File: src/otp_ctrl_cfg.svh
// constants for the configuration store, lockout and discharge logic
// assumes an 8-bit register port with a one-cycle acknowledge
`ifndef OTP_CTRL_CFG_SVH
`define OTP_CTRL_CFG_SVH

// ----------------------------------------------------------------
// register addresses
// ----------------------------------------------------------------
`define ADDR_BYTE0 8'h00
`define ADDR_BYTE1 8'h01
`define ADDR_BYTE2 8'h02
`define ADDR_CMD 8'h04

// ----------------------------------------------------------------
// command register fields and commands
// ----------------------------------------------------------------
`define CMD_WRITE_NV_START_BIT 7
`define CMD_FAULT_BIT 6
`define CMD_SWITCH_OFF_BIT 4
`define CMD_SEL_HI 2
`define CMD_CLEAR_OFF 8'h50
`define CMD_SWITCH_OFF_ONLY 8'h10
`define CMD_WRITE_NV_START 8'h80
`define CMD_RUN 8'h00
`define SEL_ONE 8'h01

// ----------------------------------------------------------------
// configuration byte two fields
// ----------------------------------------------------------------
`define CFG_DIS_BIT 7
`define CFG_LOCK_BIT 6
`define CFG_ORDER_HI 5
`define CFG_ORDER_LO 4
`define ORDER_SIMUL 2'h3

// ----------------------------------------------------------------
// presets and thresholds
// ----------------------------------------------------------------
`define NV_BLANK 8'h00
`define FIXED_NV0 8'h00
`define FIXED_NV1 8'h00
`define FIXED_NV2 8'hF0
`define NEAR_GND_MIN_MV 500
`define NEAR_GND_MAX_MV 1500
`define PROG_LAST_STEP 3'h5

`endif

File: src/otp_ctrl_pkg.sv
// types shared by both ends of the configuration link
// assumes otp_ctrl_cfg.svh holds the numeric constants
package otp_ctrl_pkg;

	typedef logic [7:0] byte_t;

	typedef enum logic [1:0] {PD_RUN, PD_DISCHARGE, PD_OFF} pdState_t;

	typedef enum logic [1:0] {H_IDLE, H_ISSUE, H_WAIT} hostState_t;

	typedef enum logic [1:0] {
		REQ_READ, REQ_WRITE, REQ_PROGRAM, REQ_NONE
	} reqKind_t;

endpackage

File: src/otp_link_if.sv
// register link between the configuring host and the converter logic
// assumes both ends run on ref_clk
`timescale 1ns/100ps
interface otp_link_if (
	input wire logic ref_clk
);
	import otp_ctrl_pkg::*;

	logic regWr;
	logic regRd;
	byte_t regAddr;
	byte_t regWdata;
	byte_t regRdata;
	logic regAck;
	logic shutdownN;
	logic vppOn;

	modport device (
		input regWr, regRd, regAddr, regWdata, shutdownN, vppOn,
		output regRdata, regAck
	);

	modport host (
		output regWr, regRd, regAddr, regWdata, shutdownN, vppOn,
		input regRdata, regAck
	);
endinterface

File: src/otp_config_lock_and_discharge_ctrl.sv
// device end: volatile and nonvolatile config bytes, lockout, programming
// and power-down discharge sequencing
// assumes the link pins come from outside and are synchronised here
`timescale 1ns/100ps
`include "otp_ctrl_cfg.svh"

// Operation
// - discharge disabled: shut down at once
// - host sets discharge only with simultaneous order
// - discharge: converters off, discharge, wait, power down
// - near-ground comparators decide discharged outputs
// - fixed variant presets discharge and lock bits
// - locked: run only from nonvolatile bytes
// - locked: reads of bytes 0-2 return nonvolatile
// - locked: programming rejected, fault flag set
// - lock is bit 6 of nonvolatile byte two
// - lock bit reads true locked state always
// - programming copies selected volatile bytes only
// - select bit runs from volatile byte and marks it
// - supply first, write bit starts, clearing ends
// - command 50h sets switch-off, clears fault
// - 11h selects, 91h programs, 11h stops
// - stop command accepted with no wait
// - host checks fault after every byte
// - command 10h selects nonvolatile bytes, switches off
// - command 00h re-enables switches
// - host programs one byte at a time
// - host sets switch-off before programming
// - select bit zero nonvolatile, one volatile
// - shutdown or switch-off stops converters, ramps discharge
module otp_config_lock_and_discharge_ctrl
	import otp_ctrl_pkg::*;
#(
	parameter bit FIXED_OUTPUT = 1'b0
) (
	// clock and reset
	input wire logic ref_clk,
	input wire logic sys_rst,
	// link to the host
	otp_link_if.device link,
	// output comparators
	input wire logic posNearGnd,
	input wire logic negNearGnd,
	// converter control
	output logic convEnable,
	output logic dischargeOn,
	output logic rampDischarge,
	output logic poweredDown,
	// active configuration
	output byte_t cfgByte0,
	output byte_t cfgByte1,
	output byte_t cfgByte2,
	output logic locked
);

	// ----------------------------------------------------------------
	// selection helper
	// ----------------------------------------------------------------
	function automatic byte_t effByte(input logic sel, input logic lock,
		input byte_t vol, input byte_t nv);
		effByte = (lock || !sel) ? nv : vol;
	endfunction

	// ----------------------------------------------------------------
	// state
	// ----------------------------------------------------------------
	byte_t vol_ff [0:2];
	byte_t nv_ff [0:2];
	byte_t rdata_ff;
	byte_t eff0, eff1, eff2, rd2, rdMux;
	logic [3:0] pinMeta_ff, pinSync_ff;
	logic [2:0] sel_ff;
	logic write_nv_start_ff, switch_off_ff, fault_ff, ack_ff;
	logic convEnable_ff, dischargeOn_ff, rampDischarge_ff, poweredDown_ff;
	byte_t cfg0_ff, cfg1_ff, cfg2_ff;
	logic locked_ff;
	pdState_t pd_ff, nxt_pd;
	logic nxt_fault;
	localparam byte_t RESET_NV0 = FIXED_OUTPUT ? `FIXED_NV0 : `NV_BLANK;
	localparam byte_t RESET_NV1 = FIXED_OUTPUT ? `FIXED_NV1 : `NV_BLANK;
	localparam byte_t RESET_NV2 = FIXED_OUTPUT ? `FIXED_NV2 : `NV_BLANK;

	// ----------------------------------------------------------------
	// decode
	// ----------------------------------------------------------------
	wire shutdown = !pinSync_ff[3];
	wire vppOk = pinSync_ff[2];
	wire posDone = pinSync_ff[1];
	wire negDone = pinSync_ff[0];
	wire lockNow = nv_ff[2][`CFG_LOCK_BIT];
	wire cmdWr = link.regWr && (link.regAddr == `ADDR_CMD);
	wire wotpStart = cmdWr && link.regWdata[`CMD_WRITE_NV_START_BIT] && !write_nv_start_ff;
	wire progReject = wotpStart && (lockNow || !vppOk);
	wire progDo = wotpStart && !progReject;
	wire faultClr = cmdWr && link.regWdata[`CMD_FAULT_BIT];
	wire [2:0] newSel = link.regWdata[`CMD_SEL_HI:0];
	wire bothDone = posDone && negDone;
	wire disEn = eff2[`CFG_DIS_BIT];
	wire swoffNext = cmdWr ? link.regWdata[`CMD_SWITCH_OFF_BIT] : switch_off_ff;

	assign eff0 = effByte(sel_ff[0], lockNow, vol_ff[0], nv_ff[0]);
	assign eff1 = effByte(sel_ff[1], lockNow, vol_ff[1], nv_ff[1]);
	assign eff2 = effByte(sel_ff[2], lockNow, vol_ff[2], nv_ff[2]);
	assign nxt_fault = progReject || (fault_ff && !faultClr);

	always_comb begin
		rd2 = eff2;
		rd2[`CFG_LOCK_BIT] = lockNow;
	end

	always_comb begin
		unique case (link.regAddr)
			`ADDR_BYTE0: rdMux = eff0;
			`ADDR_BYTE1: rdMux = eff1;
			`ADDR_BYTE2: rdMux = rd2;
			`ADDR_CMD: rdMux = {write_nv_start_ff, fault_ff, 1'b0, switch_off_ff, 1'b0,
				sel_ff};
			default: rdMux = `NV_BLANK;
		endcase
	end

	// ----------------------------------------------------------------
	// power-down sequencer
	// ----------------------------------------------------------------
	always_comb begin
		nxt_pd = pd_ff;
		unique case (pd_ff)
			PD_RUN: if (shutdown) begin
				nxt_pd = disEn ? PD_DISCHARGE : PD_OFF;
			end
			PD_DISCHARGE: if (bothDone) begin
				nxt_pd = PD_OFF;
			end
			PD_OFF: if (!shutdown) begin
				nxt_pd = PD_RUN;
			end
		endcase
	end

	// ----------------------------------------------------------------
	// pin synchronisers
	// ----------------------------------------------------------------
	always_ff @(posedge ref_clk) begin
		pinMeta_ff <= {link.shutdownN, link.vppOn, posNearGnd, negNearGnd};
		pinSync_ff <= pinMeta_ff;
	end

	// ----------------------------------------------------------------
	// registers and nonvolatile store
	// ----------------------------------------------------------------
	always_ff @(posedge ref_clk) begin
		if (sys_rst) begin
			for (int i = 0; i < 3; i++) begin
				vol_ff[i] <= `NV_BLANK;
			end
			nv_ff[0] <= RESET_NV0;
			nv_ff[1] <= RESET_NV1;
			nv_ff[2] <= RESET_NV2;
		end else begin
			for (int i = 0; i < 3; i++) begin
				if (link.regWr && link.regAddr == byte_t'(i)) begin
					vol_ff[i] <= link.regWdata;
				end
				if (progDo && newSel[i]) begin
					nv_ff[i] <= nv_ff[i] | vol_ff[i];
				end
			end
		end
	end

	always_ff @(posedge ref_clk) begin
		if (sys_rst) begin
			sel_ff <= 3'h0;
			write_nv_start_ff <= 1'b0;
			switch_off_ff <= 1'b0;
			fault_ff <= 1'b0;
		end else begin
			if (cmdWr) begin
				sel_ff <= newSel;
				write_nv_start_ff <= link.regWdata[`CMD_WRITE_NV_START_BIT];
				switch_off_ff <= link.regWdata[`CMD_SWITCH_OFF_BIT];
			end
			fault_ff <= nxt_fault;
		end
	end

	always_ff @(posedge ref_clk) begin
		if (sys_rst) begin
			ack_ff <= 1'b0;
			rdata_ff <= `NV_BLANK;
		end else begin
			ack_ff <= link.regWr || link.regRd;
			if (link.regRd) begin
				rdata_ff <= rdMux;
			end
		end
	end

	// ----------------------------------------------------------------
	// outputs
	// ----------------------------------------------------------------
	always_ff @(posedge ref_clk) begin
		if (sys_rst) begin
			pd_ff <= PD_OFF;
			convEnable_ff <= 1'b0;
			dischargeOn_ff <= 1'b0;
			rampDischarge_ff <= 1'b1;
			poweredDown_ff <= 1'b1;
		end else begin
			pd_ff <= nxt_pd;
			convEnable_ff <= (nxt_pd == PD_RUN) && !swoffNext;
			dischargeOn_ff <= nxt_pd == PD_DISCHARGE;
			rampDischarge_ff <= shutdown || swoffNext;
			poweredDown_ff <= nxt_pd == PD_OFF;
		end
	end

	always_ff @(posedge ref_clk) begin
		if (sys_rst) begin
			cfg0_ff <= `NV_BLANK;
			cfg1_ff <= `NV_BLANK;
			cfg2_ff <= `NV_BLANK;
			locked_ff <= 1'b0;
		end else begin
			cfg0_ff <= eff0;
			cfg1_ff <= eff1;
			cfg2_ff <= eff2;
			locked_ff <= lockNow;
		end
	end

	assign link.regAck = ack_ff;
	assign link.regRdata = rdata_ff;
	assign convEnable = convEnable_ff;
	assign dischargeOn = dischargeOn_ff;
	assign rampDischarge = rampDischarge_ff;
	assign poweredDown = poweredDown_ff;
	assign cfgByte0 = cfg0_ff;
	assign cfgByte1 = cfg1_ff;
	assign cfgByte2 = cfg2_ff;
	assign locked = locked_ff;

endmodule

File: src/flat_wrapper.sv
// flat-port wrapper written by rule: the top's interface ports become plain ports
module otp_config_lock_and_discharge_ctrl_flat import otp_ctrl_pkg::*;
#(
	parameter bit FIXED_OUTPUT = 1'b0
)
  (ref_clk, sys_rst, posNearGnd, negNearGnd, convEnable, dischargeOn, rampDischarge, poweredDown, cfgByte0, cfgByte1, cfgByte2, locked, link_regWr, link_regRd, link_regAddr, link_regWdata, link_shutdownN, link_vppOn, link_regRdata, link_regAck);
  otp_link_if link_i (.ref_clk(ref_clk));
  input wire logic ref_clk;
  input wire logic sys_rst;
  input wire logic posNearGnd;
  input wire logic negNearGnd;
  output logic convEnable;
  output logic dischargeOn;
  output logic rampDischarge;
  output logic poweredDown;
  output byte_t cfgByte0;
  output byte_t cfgByte1;
  output byte_t cfgByte2;
  output logic locked;
  input wire logic [$bits(link_i.regWr)-1:0] link_regWr;
  input wire logic [$bits(link_i.regRd)-1:0] link_regRd;
  input wire logic [$bits(link_i.regAddr)-1:0] link_regAddr;
  input wire logic [$bits(link_i.regWdata)-1:0] link_regWdata;
  input wire logic [$bits(link_i.shutdownN)-1:0] link_shutdownN;
  input wire logic [$bits(link_i.vppOn)-1:0] link_vppOn;
  output wire logic [$bits(link_i.regRdata)-1:0] link_regRdata;
  output wire logic [$bits(link_i.regAck)-1:0] link_regAck;
  assign link_i.regWr = link_regWr;
  assign link_i.regRd = link_regRd;
  assign link_i.regAddr = link_regAddr;
  assign link_i.regWdata = link_regWdata;
  assign link_i.shutdownN = link_shutdownN;
  assign link_i.vppOn = link_vppOn;
  assign link_regRdata = link_i.regRdata;
  assign link_regAck = link_i.regAck;
  otp_config_lock_and_discharge_ctrl #(.FIXED_OUTPUT(FIXED_OUTPUT)) u_core (.ref_clk(ref_clk), .sys_rst(sys_rst), .link(link_i), .posNearGnd(posNearGnd), .negNearGnd(negNearGnd), .convEnable(convEnable), .dischargeOn(dischargeOn), .rampDischarge(rampDischarge), .poweredDown(poweredDown), .cfgByte0(cfgByte0), .cfgByte1(cfgByte1), .cfgByte2(cfgByte2), .locked(locked));
endmodule
File: config.mk
export PLATFORM = sky130hd
export DESIGN_NAME = otp_config_lock_and_discharge_ctrl_flat
export DESIGN_NICKNAME = d
export VERILOG_FILES = /design/src/otp_ctrl_pkg.sv /design/src/otp_link_if.sv /design/src/otp_config_lock_and_discharge_ctrl.sv /design/src/flat_wrapper.sv
export VERILOG_INCLUDE_DIRS = /design/src /design/src/src
export SDC_FILE = /design/constraint.sdc
export NUM_CORES = 1
export LEC_CHECK = 0
export BUFFER_PORTS_ARGS = -buffer_cell sky130_fd_sc_hd__clkbuf_2
export CORE_ASPECT_RATIO = 0.8
export CORE_MARGIN = 4
export CORE_UTILIZATION = 40
export DETAILED_ROUTE_END_ITERATION = 8
export SLEW_MARGIN = 10
export SYNTH_ARGS = -nofsm -noshare
export SYNTH_HDL_FRONTEND = slang
export SYNTH_SLANG_ARGS = --single-unit
File: constraint.sdc
create_clock -name ref_clk -period 3.9 [get_ports ref_clk]
set_input_delay 0.585 -clock ref_clk [delete_from_list [all_inputs] [get_ports ref_clk]]
set_output_delay 0.585 -clock ref_clk [all_outputs]
set_load 0.1 [all_outputs]
Word level (Yosys, flattened, before mapping)
Memories as Yosys holds them, arrays and structs flattened.
Cells that the tools add are included.
- $add $sub $neg: 0
- multipliers: 0
- div/mod/pow operators: 0
- order comparisons: 0
- eq/ne operators: 7
- shifts and indexed selects: 0
- muxes and demuxes: 36
- bitwise gates (word level): 9
- reduce and logical (&&, ||, !) cells: 34
- operator list (cell ; number):
    two-way mux 8 bit ; 9
    one-hot mux 8 bit (4 select lines) ; 1
    OR 8 bit ; 3
    two-way mux 1 bit ; 21
    logical AND 1 bit ; 15
    logical NOT 1 bit ; 9
    equality test 8 x 1 -> 1 bit, second input constant ; 1
    equality test 8 x 2 -> 1 bit, second input constant ; 1
    equality test 8 x 3 -> 1 bit, second input constant ; 1
    logical NOT 8 bit ; 1
    two-way mux 2 bit ; 4
    logical OR 1 bit ; 7
    OR 1 bit ; 6
    one-hot mux 2 bit (3 select lines) ; 1
    equality test 2 x 1 -> 1 bit, second input constant ; 2
    equality test 2 bit, second input constant ; 2
    logical NOT 2 bit ; 2
- bits in registers: 54
- latch bits: 0
- memory bits (writable): 48
- ROM bits: 0
- input port bits: 24
- output and inout bits: 38
- memories: 2
- memories (name ; depth ; width ; read ports ; clocked after Yosys merged registers in ; write ports ; line ; source):
    u_core.nv_ff ; 3 ; 8 ; 3 ; 0 ; 3 ; otp_config_lock_and_discharge_ctrl.sv:68 ; byte_t nv_ff [0:2];
    u_core.vol_ff ; 3 ; 8 ; 3 ; 0 ; 3 ; otp_config_lock_and_discharge_ctrl.sv:67 ; byte_t vol_ff [0:2];

Longest topological paths before layout
Gate-level depths: netlist of the first run.
- depth after elaboration: 12
- depth in mapped cells: 7
- depth with buffers taken out: 6

Least setup slack after synthesis of the first run
OpenSTA, ideal clock, no wires.
- path type: in2reg
- start point: input link_regAddr[5]
- end point: memory u_core.vol_ff[0][0] (netlist bit), enable pin
- arrival time: 1760 ps
- required time: 3516 ps
- path slack: 1756 ps
- stages on the path: 4
- path buffers: 1
- cell sequence: nor4_2 > nand2b_1 > buf_6 > o21ai_0
- RTL lines (what ; line ; source):
    start: declaration ; flat_wrapper.sv:22 ; input wire logic [$bits(link_i.regAddr)-1:0] link_regAddr;
    end: declaration ; otp_config_lock_and_discharge_ctrl.sv:67 ;

==> impl_metrics.toml, run 1 <==
[critical_path]
cp.required_ns = 4.16
crit_path_end_kind = "register"
cp_slowest_cell = "nor2b_1"
path_class = "reg2reg"
reg2regPathDepth = 5
cp.buffers_inverters = 0
critPathMaxStageDelay_ns = 0.67
cp.depth = 5
cp_top_family = "multiplexers"
cp_common_cell = "mux2i_1"
startpoint_type = "register"
cp_cell_sequence = "nor2b_1 -> mux2i_1 -> mux2i_1 -> o221ai_2 -> a21boi_0"
worst-path-max-fanout = 7
cp.arrival_ns = 2.64

[sta]
finalSetupViolCount = 0
fin_crit_sh_pct = 61.1
slew_headroom_pct = 36.9
slew_viol_final = 0
fin_skew_ns = 0.00646
rsz0062_at_grt = "no"
tightest_slew_ns = 0.945
period_minus_slack_ns = 2.38
hold_viol = 0
fmax_mhz = 420
tns_ns = 0

[floorplan]
core_um2 = 9650
die-area_um2 = 11500
top_level_ports = 62
die_h_um = 96.9
initial_core_util_pct = 40.9
rows = 32
die_w_um = 119

[grt]
grt_pass1_vias = 2548
antenna_found_initial = 0
grt_use_total_pct = 15.7
grt_max_degree = 40
gr-total-overflow = 0
grt_pass1_wl_um = 13900

[power_and_ir_drop]
peakVddDrop_v = 0.000314
power_leakage_nw = 1.81
power_density_nw_per_um2 = 489

[clocking]
cts.reportedPaths.clkPinSlew_ns = 0.06
cts_hold_buf = 0
cts_tree = "yes"
cts_max_path_buffers = 2
root_buffer = "clkbuf_16"
clkLatencyLatePin_ns = 0.34
cts_sinks = 102
cts_setup_buffers = 0
htreeDepth = 3
ctsResizeCount = 0
cts_buffers = 9

[logic_synthesis]
syn_avg_cell_area_um2 = 12.3
synth_top_flop_cell = "dfxtp_1"
synthCells = 321
synth_nets = 347
synthArstFlopShare_pct = 0
ys_warn_count = 0
syn-cell-area_um2 = 3950
ys_ff_latch = 102
synth_cell_type_count = 43
synth-seq-area-share_pct = 63.8
synth_edf_count = 48

[run_status]
outcome = "finished clean"

[cells_and_area]
antenna_cells = 0
post-route-util_pct = 48.0
drive_gt1_share_pct = 21.5
fin_nets = 407
syn2layout_area_growth_pct = 17.3

[route]
wl_per_cell_um = 16.7
drt_iter0_markers = 199
vias = 2599
drt-total-wl_um = 8690
via_per_inst = 4.98
drt_pre_antenna_iters = 4
ant_nets = 0
drc = 0

[placement]
dp_hpwl_um = 6510
gp_congestion = 0.831
numPortBuffers = 61

[job]
drv_cap = 0

[hold_path]
hold_path_class = "reg2reg"
holdPathStages = 0
## layer usage
| metal | wire (um) | GRT usage (%) |
|---|---|---|
| met1 | 4350 | 23.2 |
| met2 | 3490 | 21.4 |
| met3 | 654 | 4.85 |
| met4 | 198 | 5.79 |
| met5 | 0 | 0 |
## worst paths after layout
check	slack, ns	from	to
max reg2reg	1.52	u_core.nv_ff[0][22]$_SDFFCE_PN0P_	u_core.poweredDown$_SDFF_PP1_
min	0.33	u_core.pinMeta_ff[3]$_DFF_P_	u_core.pinSync_ff[3]$_DFF_P_
max	1.52	u_core.nv_ff[0][22]$_SDFFCE_PN0P_	u_core.poweredDown$_SDFF_PP1_
min reg2reg	0.33	u_core.pinMeta_ff[3]$_DFF_P_	u_core.pinSync_ff[3]$_DFF_P_
## sequential cells by signal, summed over array words and instances, names as in the netlist
signal                    cells
u_core.switch_off_ff          1
u_core.sel_ff                 3
u_core.cfgByte0               8
u_core.pinSync_ff             4
u_core.write_nv_start_ff      1
u_core.rampDischarge          1
u_core.nv_ff                 24
u_core.pd_ff                  2
u_core.fault_ff               1
u_core.link.regRdata          8
u_core.dischargeOn            1
u_core.convEnable             1
u_core.cfgByte1               8
u_core.cfgByte2               8
u_core.link.regAck            1
u_core.vol_ff                24
u_core.poweredDown            1
u_core.pinMeta_ff             4
u_core.locked                 1
## cell usage in the layout, fill, tap and decap left out, types with 7 or more instances in the layout
cell / count
clkbuf_2: 61
dfxtp_1: 54
edfxtp_1: 48
nor2_1: 40
mux2i_1: 32
o21a_1: 24
nand2_1: 23
and2_1: 9
o21ai_0: 9
clkbuf_16: 9
inv_1: 7
nor2b_1: 7
## synthesized netlist by cell type, types with 3 or more instances
library cell	instances	share of area, %
clkbuf_1	6	0.57
a32oi_1	3	0.67
nor3_1	5	0.63
nor2b_1	7	1.1
o21a_1	24	4.6
o21ai_0	10	1.3
nand2_1	23	2.2
buf_6	5	1.4
and2_1	9	1.4
edfxtp_1	48	36
nor2_1	40	3.8
nand2b_1	5	0.79
dfxtp_1	54	27
a21o_1	5	0.95
a21oi_1	3	0.38
inv_1	7	0.67
nand3_1	4	0.51
mux2i_1	32	8.1
## logic make-up after synthesis
logic type                 after synthesis  share of synthesized area [%]
muxes                                   33                           8.39
DFF                                    102                           63.8
and+or+nand+nor                        102                           12.9
buffers and inverters                   23                           3.36
AOI/OAI and AO/OA                       59                           10.9
adders and majority gates                2                          0.633
## power by group
group / internal (W) / switching, W
clock: 0.000495 / 0.000357
combinational: 0.0000465 / 0.000184
sequential: 0.00116 / 0.0000230
## metrics by stage
step	setup slack (ns)	hold WS, ns	area (um^2)	cells	power, W
global placement	1.16	0.312	4350	506	0.00144
detailed placement	1.08	0.312	4350	506	0.00144
CTS	1.43	0.330	4630	522	0.00229
floorplan	1.76	0.310	3950	321	0.00138
global route	1.34	0.335	4630	522	0.00235
finish	1.52	0.328	4630	522	0.00227
## area by class of cell
cell class	instances	area [um^2]
Clock inverter	4	47.5
Fill cell	911	5010
Clock buffer	12	236
Tap cell	136	170
Multi-Input combinational cell	196	1300
Timing Repair Buffer	65	335
Sequential cell	102	2520
Inverter	7	26.3
No activity file was read; power rests on OpenSTA's default activity.
==> inputs of run 2 (changes only) <==
clock period = 2.3 ns   (was 3.9 ns; I/O delays follow)
==> run 2 against run 1 <==
  * Combinational power increased by 72%
  * Hold slack got worse by 0.22 ns
  * Power up 70%
  * Register-to-register slack lost 1.2 ns
  * Sequential cell count unchanged
  * Highest routed layer unchanged
  * Sequential power increased by 69%
  * Die area unchanged
  * Cell count grew 1.7%
==> impl_metrics.toml, run 2 (synthesis gave the netlist of run 1 again) <==
[sta]
finalSetupViolCount = 0
slew_viol_final = 0
hold_viol = 0
tightest_slew_ns = 0.550
slew_headroom_pct = 63.5
hold_ws_ns = 0.110
tns_ns = 0
fin_crit_sh_pct = 86.1
rsz0062_at_grt = "no"
fmax_mhz = 505
period_minus_slack_ns = 1.98
fin_skew_ns = 0.00760

[route]
ant_nets = 0
drt_iter0_markers = 185
vias = 2580
drt-total-wl_um = 8650
via_per_inst = 4.86
wl_per_cell_um = 16.3
drc = 0
drt_pre_antenna_iters = 4

[critical_path]
crit_path_start = "u_core.nv_ff[0][22]$_SDFFCE_PN0P_"
reg2reg_from = "u_core.nv_ff[0][22]$_SDFFCE_PN0P_"
cp.required_ns = 2.53
crit_path_end_kind = "register"
worst-path-max-fanout = 8
startpoint_type = "register"
path_class = "reg2reg"
cp.arrival_ns = 2.21

[cells_and_area]
regArea_um2 = 2520
fin_nets = 416
stdcell_count = 531
post-route-util_pct = 48.8
multiInputGateArea_um2 = 1300
final_common_cell = "clkbuf_2"
antenna_cells = 0
syn2layout_area_growth_pct = 19.1
drive_gt1_share_pct = 23.5
reg.largest.list = "u_core.nv_ff x24, u_core.vol_ff x24"
num-fill-cells = 862
final_cell_mix = "clkbuf_2, dfxtp_1, edfxtp_1"

[clocking]
root_buffer = "clkbuf_16"
clkLatencyLatePin_ns = 0.34
cts_max_path_buffers = 2
cts_tree = "yes"
cts_hold_buf = 0
cts_sinks = 102
cts.reportedPaths.clkPinSlew_ns = 0.06
htreeDepth = 3
ctsResizeCount = 0
cts_setup_buffers = 0
cts_buffers = 9

[floorplan]
top_level_ports = 62
core_um2 = 9650
die_w_um = 119
rows = 32
die-area_um2 = 11500
die_h_um = 96.9
initial_core_util_pct = 40.9

[grt]
grt_pass1_wl_um = 13500
antenna_found_initial = 0
grt_pass1_vias = 2487
grt_max_degree = 40
grt_use_total_pct = 15.2
gr-total-overflow = 0

[power_and_ir_drop]
power_density_nw_per_um2 = 817
power_leakage_nw = 1.86
peakVddDrop_v = 0.000397
total_power_w = 0.00385

[run_status]
outcome = "finished clean"

[job]
drv_cap = 0

[placement]
gp_congestion = 0.862
dp_hpwl_um = 6420
dp_cells = 515
numPortBuffers = 61

[hold_path]
hold_path_class = "in2reg"
hold_start = "posNearGnd"
==> run 2: cell types whose count changed in the layout (fill, tap and decap cells not counted), sizes merged <==
cell	delta
buf	+9
bufinv	-1
clkbuf	+1
clkinv	+1
clkinvlp	-1
==> run 2: metal layers <==
metal	part of all wire (%)	track usage, %
met2	39	19.6
met3	8.1	4.27
met4	1.8	5.61
met1	51	23.7
met5	0	0
==> run 2: worst paths after layout <==
path	endpoint	slack (ns)	cells after the start
worst min register to register	u_core.pinSync_ff[3]$_DFF_P_	0.32	0
worst min-delay path	u_core.pinMeta_ff[1]$_DFF_P_	0.11	1
worst max register to register	u_core.link.regRdata[6]$_SDFFE_PP0P_	0.32	6
worst max-delay path	u_core.link.regRdata[6]$_SDFFE_PP0P_	0.32	6
==> run 2: per-stage QoR <==
| stage | setup WS (ns) | cell area, um^2 |
|---|---|---|
| CTS | 0.324 | 4710 |
| finish | 0.319 | 4710 |
| global placement | 0.324 | 4420 |
| global route | 0.211 | 4710 |
| floorplan | 0.396 | 3950 |
| detailed placement | 0.309 | 4420 |
==> run 2: layout make-up <==
cell class,count,area share [%]
Clock inverter,3,0.372
Timing Repair Buffer,74,8.56
Sequential cell,102,53.6
Multi-Input combinational cell,196,27.5
Inverter,7,0.558
Clock buffer,13,5.77
Tap cell,136,3.62
==> run 2: report_power, final <==
part | total, W | switching (W) | internal, W
Clock | 0.00144 | 0.000615 | 0.000826
Sequential | 0.00201 | 0.0000374 | 0.00197
Combinational | 0.000397 | 0.000314 | 0.0000830
Total | 0.00385 | 0.000965 | 0.00288
==> run 2: critical path: stages, from the launching register on <==
cell,delay (ns)
edfxtp_1,0.48
nor2b_1,0.16
buf_4,0.21
mux2i_1,0.38
o22ai_1,0.13
a211o_1,0.31
a22o_1,0.22
==> inputs of run 3 (changes only) <==
BUFFER_PORTS_ARGS = not set   (was -buffer_cell sky130_fd_sc_hd__clkbuf_2)
CORE_MARGIN = 8   (was 4)
DONT_BUFFER_PORTS = 1   (was not set)
GPL_ROUTABILITY_DRIVEN = 0   (was not set)
==> run 3 against run 2 <==
  * Global-route usage down 2.0 points
  * Non-clock buffer count decreased by 27
  * Via count shrank 2.1%
  * First-iteration DRC count down 43%
  * Sequential cell count stayed put
  * Register-to-register slack barely moved
  * Power increased by 2.6%
  * Count of clock-buffer cells in the layout decreased by 4
  * Core utilization down 0.15 points
  * Wire length is 0.90% higher
  * Critical path depth decreased by 2
  * Critical path type unchanged
  * Largest cell class unchanged
==> impl_metrics.toml, run 3 (synthesis gave the netlist of run 1 again) <==
[grt]
antenna_found_initial = 0
grt_max_degree = 41
grt_use_total_pct = 13.3
grt_pass1_vias = 2538
gr-total-overflow = 0
grt_pass1_wl_um = 13600

[cells_and_area]
num-fill-cells = 861
syn2layout_area_growth_pct = 18.3
antenna_cells = 0
multiInputGateArea_um2 = 1300
reg.largest.list = "u_core.nv_ff x24, u_core.vol_ff x24"
final_common_cell = "dfxtp_1"
final_cell_mix = "dfxtp_1, edfxtp_1, buf_4"
regArea_um2 = 2520
fin_nets = 389
drive_gt1_share_pct = 17.9

[route]
ant_nets = 0
drt_iter0_markers = 106
drt_pre_antenna_iters = 4
wl_per_cell_um = 17.9
via_per_inst = 5.19
drt-total-wl_um = 8730
drc = 0
vias = 2526

[hold_path]
hold_path_class = "in2reg"
holdPathStages = 0
hold_start = "link_shutdownN"
whs_endpoint = "u_core.pinMeta_ff[3]$_DFF_P_"

[sta]
period_minus_slack_ns = 1.97
slew_headroom_pct = 63.0
fmax_mhz = 507
fin_ws_ns = 0.329
tightest_slew_ns = 0.552
fin_skew_ns = 0.00915
hold_viol = 0
tns_ns = 0
fin_crit_sh_pct = 85.7
finalSetupViolCount = 0
slew_viol_final = 0
rsz0062_at_grt = "no"
hold_ws_ns = 0.0272

[clocking]
htreeDepth = 3
cts_buffers = 9
clkLatencyLatePin_ns = 0.34
cts.reportedPaths.clkPinSlew_ns = 0.06
cts_tree = "yes"
ctsResizeCount = 0
cts_hold_buf = 0
cts_sinks = 102
root_buffer = "clkbuf_16"
cts_setup_buffers = 0
cts_max_path_buffers = 2

[critical_path]
r2r-end = "u_core.nv_ff[0][23]$_SDFFCE_PN0P_"
reg2reg_setup_slack_ns = 0.33
cp.arrival_ns = 1.98
crit_path_end_kind = "register"
cp.required_ns = 2.31
reg2reg_from = "u_core.nv_ff[0][22]$_SDFFCE_PN0P_"
startpoint_type = "register"
worst-path-max-fanout = 8
path_class = "reg2reg"
reg2regPathDepth = 4

[job]
drv_cap = 0

[placement]
dpl_worst_slack_ns = 0.325
numPortBuffers = 0
dp_hpwl_um = 6520

[floorplan]
initial_core_util_pct = 41.1
die_w_um = 127
die_h_um = 105
die-area_um2 = 13300
rows = 32
top_level_ports = 62
core_um2 = 9610

[power_and_ir_drop]
peakVddDrop_v = 0.000345
power_density_nw_per_um2 = 844
power_leakage_nw = 1.79

[run_status]
outcome = "finished clean"
[run 3: changes by cell type in the layout (fill, tap and decap cells not counted), moves of 2 or more]
cell,previous run,this run
clkinv_1,0,2
bufinv_16,0,2
clkbuf_2,61,0
buf_4,13,46
clkbuf_1,2,0
[run 3: cell type report]
class | count | share of cell area [%]
Sequential cell | 102 | 54.0
Tap cell | 119 | 3.19
Clock buffer | 9 | 4.82
Timing Repair Buffer | 47 | 7.82
Multi-Input combinational cell | 196 | 27.7
Inverter | 7 | 0.562
Clock inverter | 7 | 1.90
[run 3: worst max-delay path: stages, from the launching register on]
cell and delay [ns]:
edfxtp_1 0.48, nor4b_1 0.36, nand3_1 0.20, nor2_1 0.23, a21o_1 0.36
[run 3: how the worst max path moves through the flow]
stage                                      start                                 to  slack (ns)  depth (start not counted)
3_3_place_gp                     link_regAddr[5]  u_core.nv_ff[0][18]$_SDFFCE_PN0P_        0.35                          4
2_1_floorplan                    link_regAddr[5]      u_core.vol_ff[0][0]$_DFFE_PP_        0.40                          4
3_5_place_dp                     link_regAddr[5]  u_core.nv_ff[0][21]$_SDFFCE_PN0P_        0.32                          4
6_report       u_core.nv_ff[0][22]$_SDFFCE_PN0P_  u_core.nv_ff[0][23]$_SDFFCE_PN0P_        0.33                          4
5_1_grt        u_core.nv_ff[0][22]$_SDFFCE_PN0P_  u_core.nv_ff[0][23]$_SDFFCE_PN0P_        0.17                          4
4_1_cts        u_core.nv_ff[0][22]$_SDFFCE_PN0P_  u_core.nv_ff[0][23]$_SDFFCE_PN0P_        0.32                          4
[run 3: power breakdown]
group	total [W]	internal [W]	switching (W)
combinational	0.000359	0.0000815	0.000278
clock	0.00158	0.000945	0.000633
sequential	0.00201	0.00197	0.0000369
total	0.00395	0.00300	0.000948
[run 3: metal layers]
metal	GRT usage, %	routed length [um]	up-vias
met4	4.92	123	0
li1	-	-	1231
met1	17.9	4180	1198
met3	5.49	856	11
met5	0	0	-
met2	18.4	3570	86
[run 3: through the flow]
step / util [%] / std cells / power, W / instance area [um^2]
6_report: 48.6 / 487 / 0.00395 / 4670
5_1_grt: 48.6 / 487 / 0.00407 / 4670
4_1_cts: 48.6 / 487 / 0.00397 / 4670
3_5_place_dp: 45.4 / 471 / 0.00241 / 4360
3_3_place_gp: 45.4 / 471 / 0.00241 / 4360
2_1_floorplan: - / 321 / 0.00234 / 3950
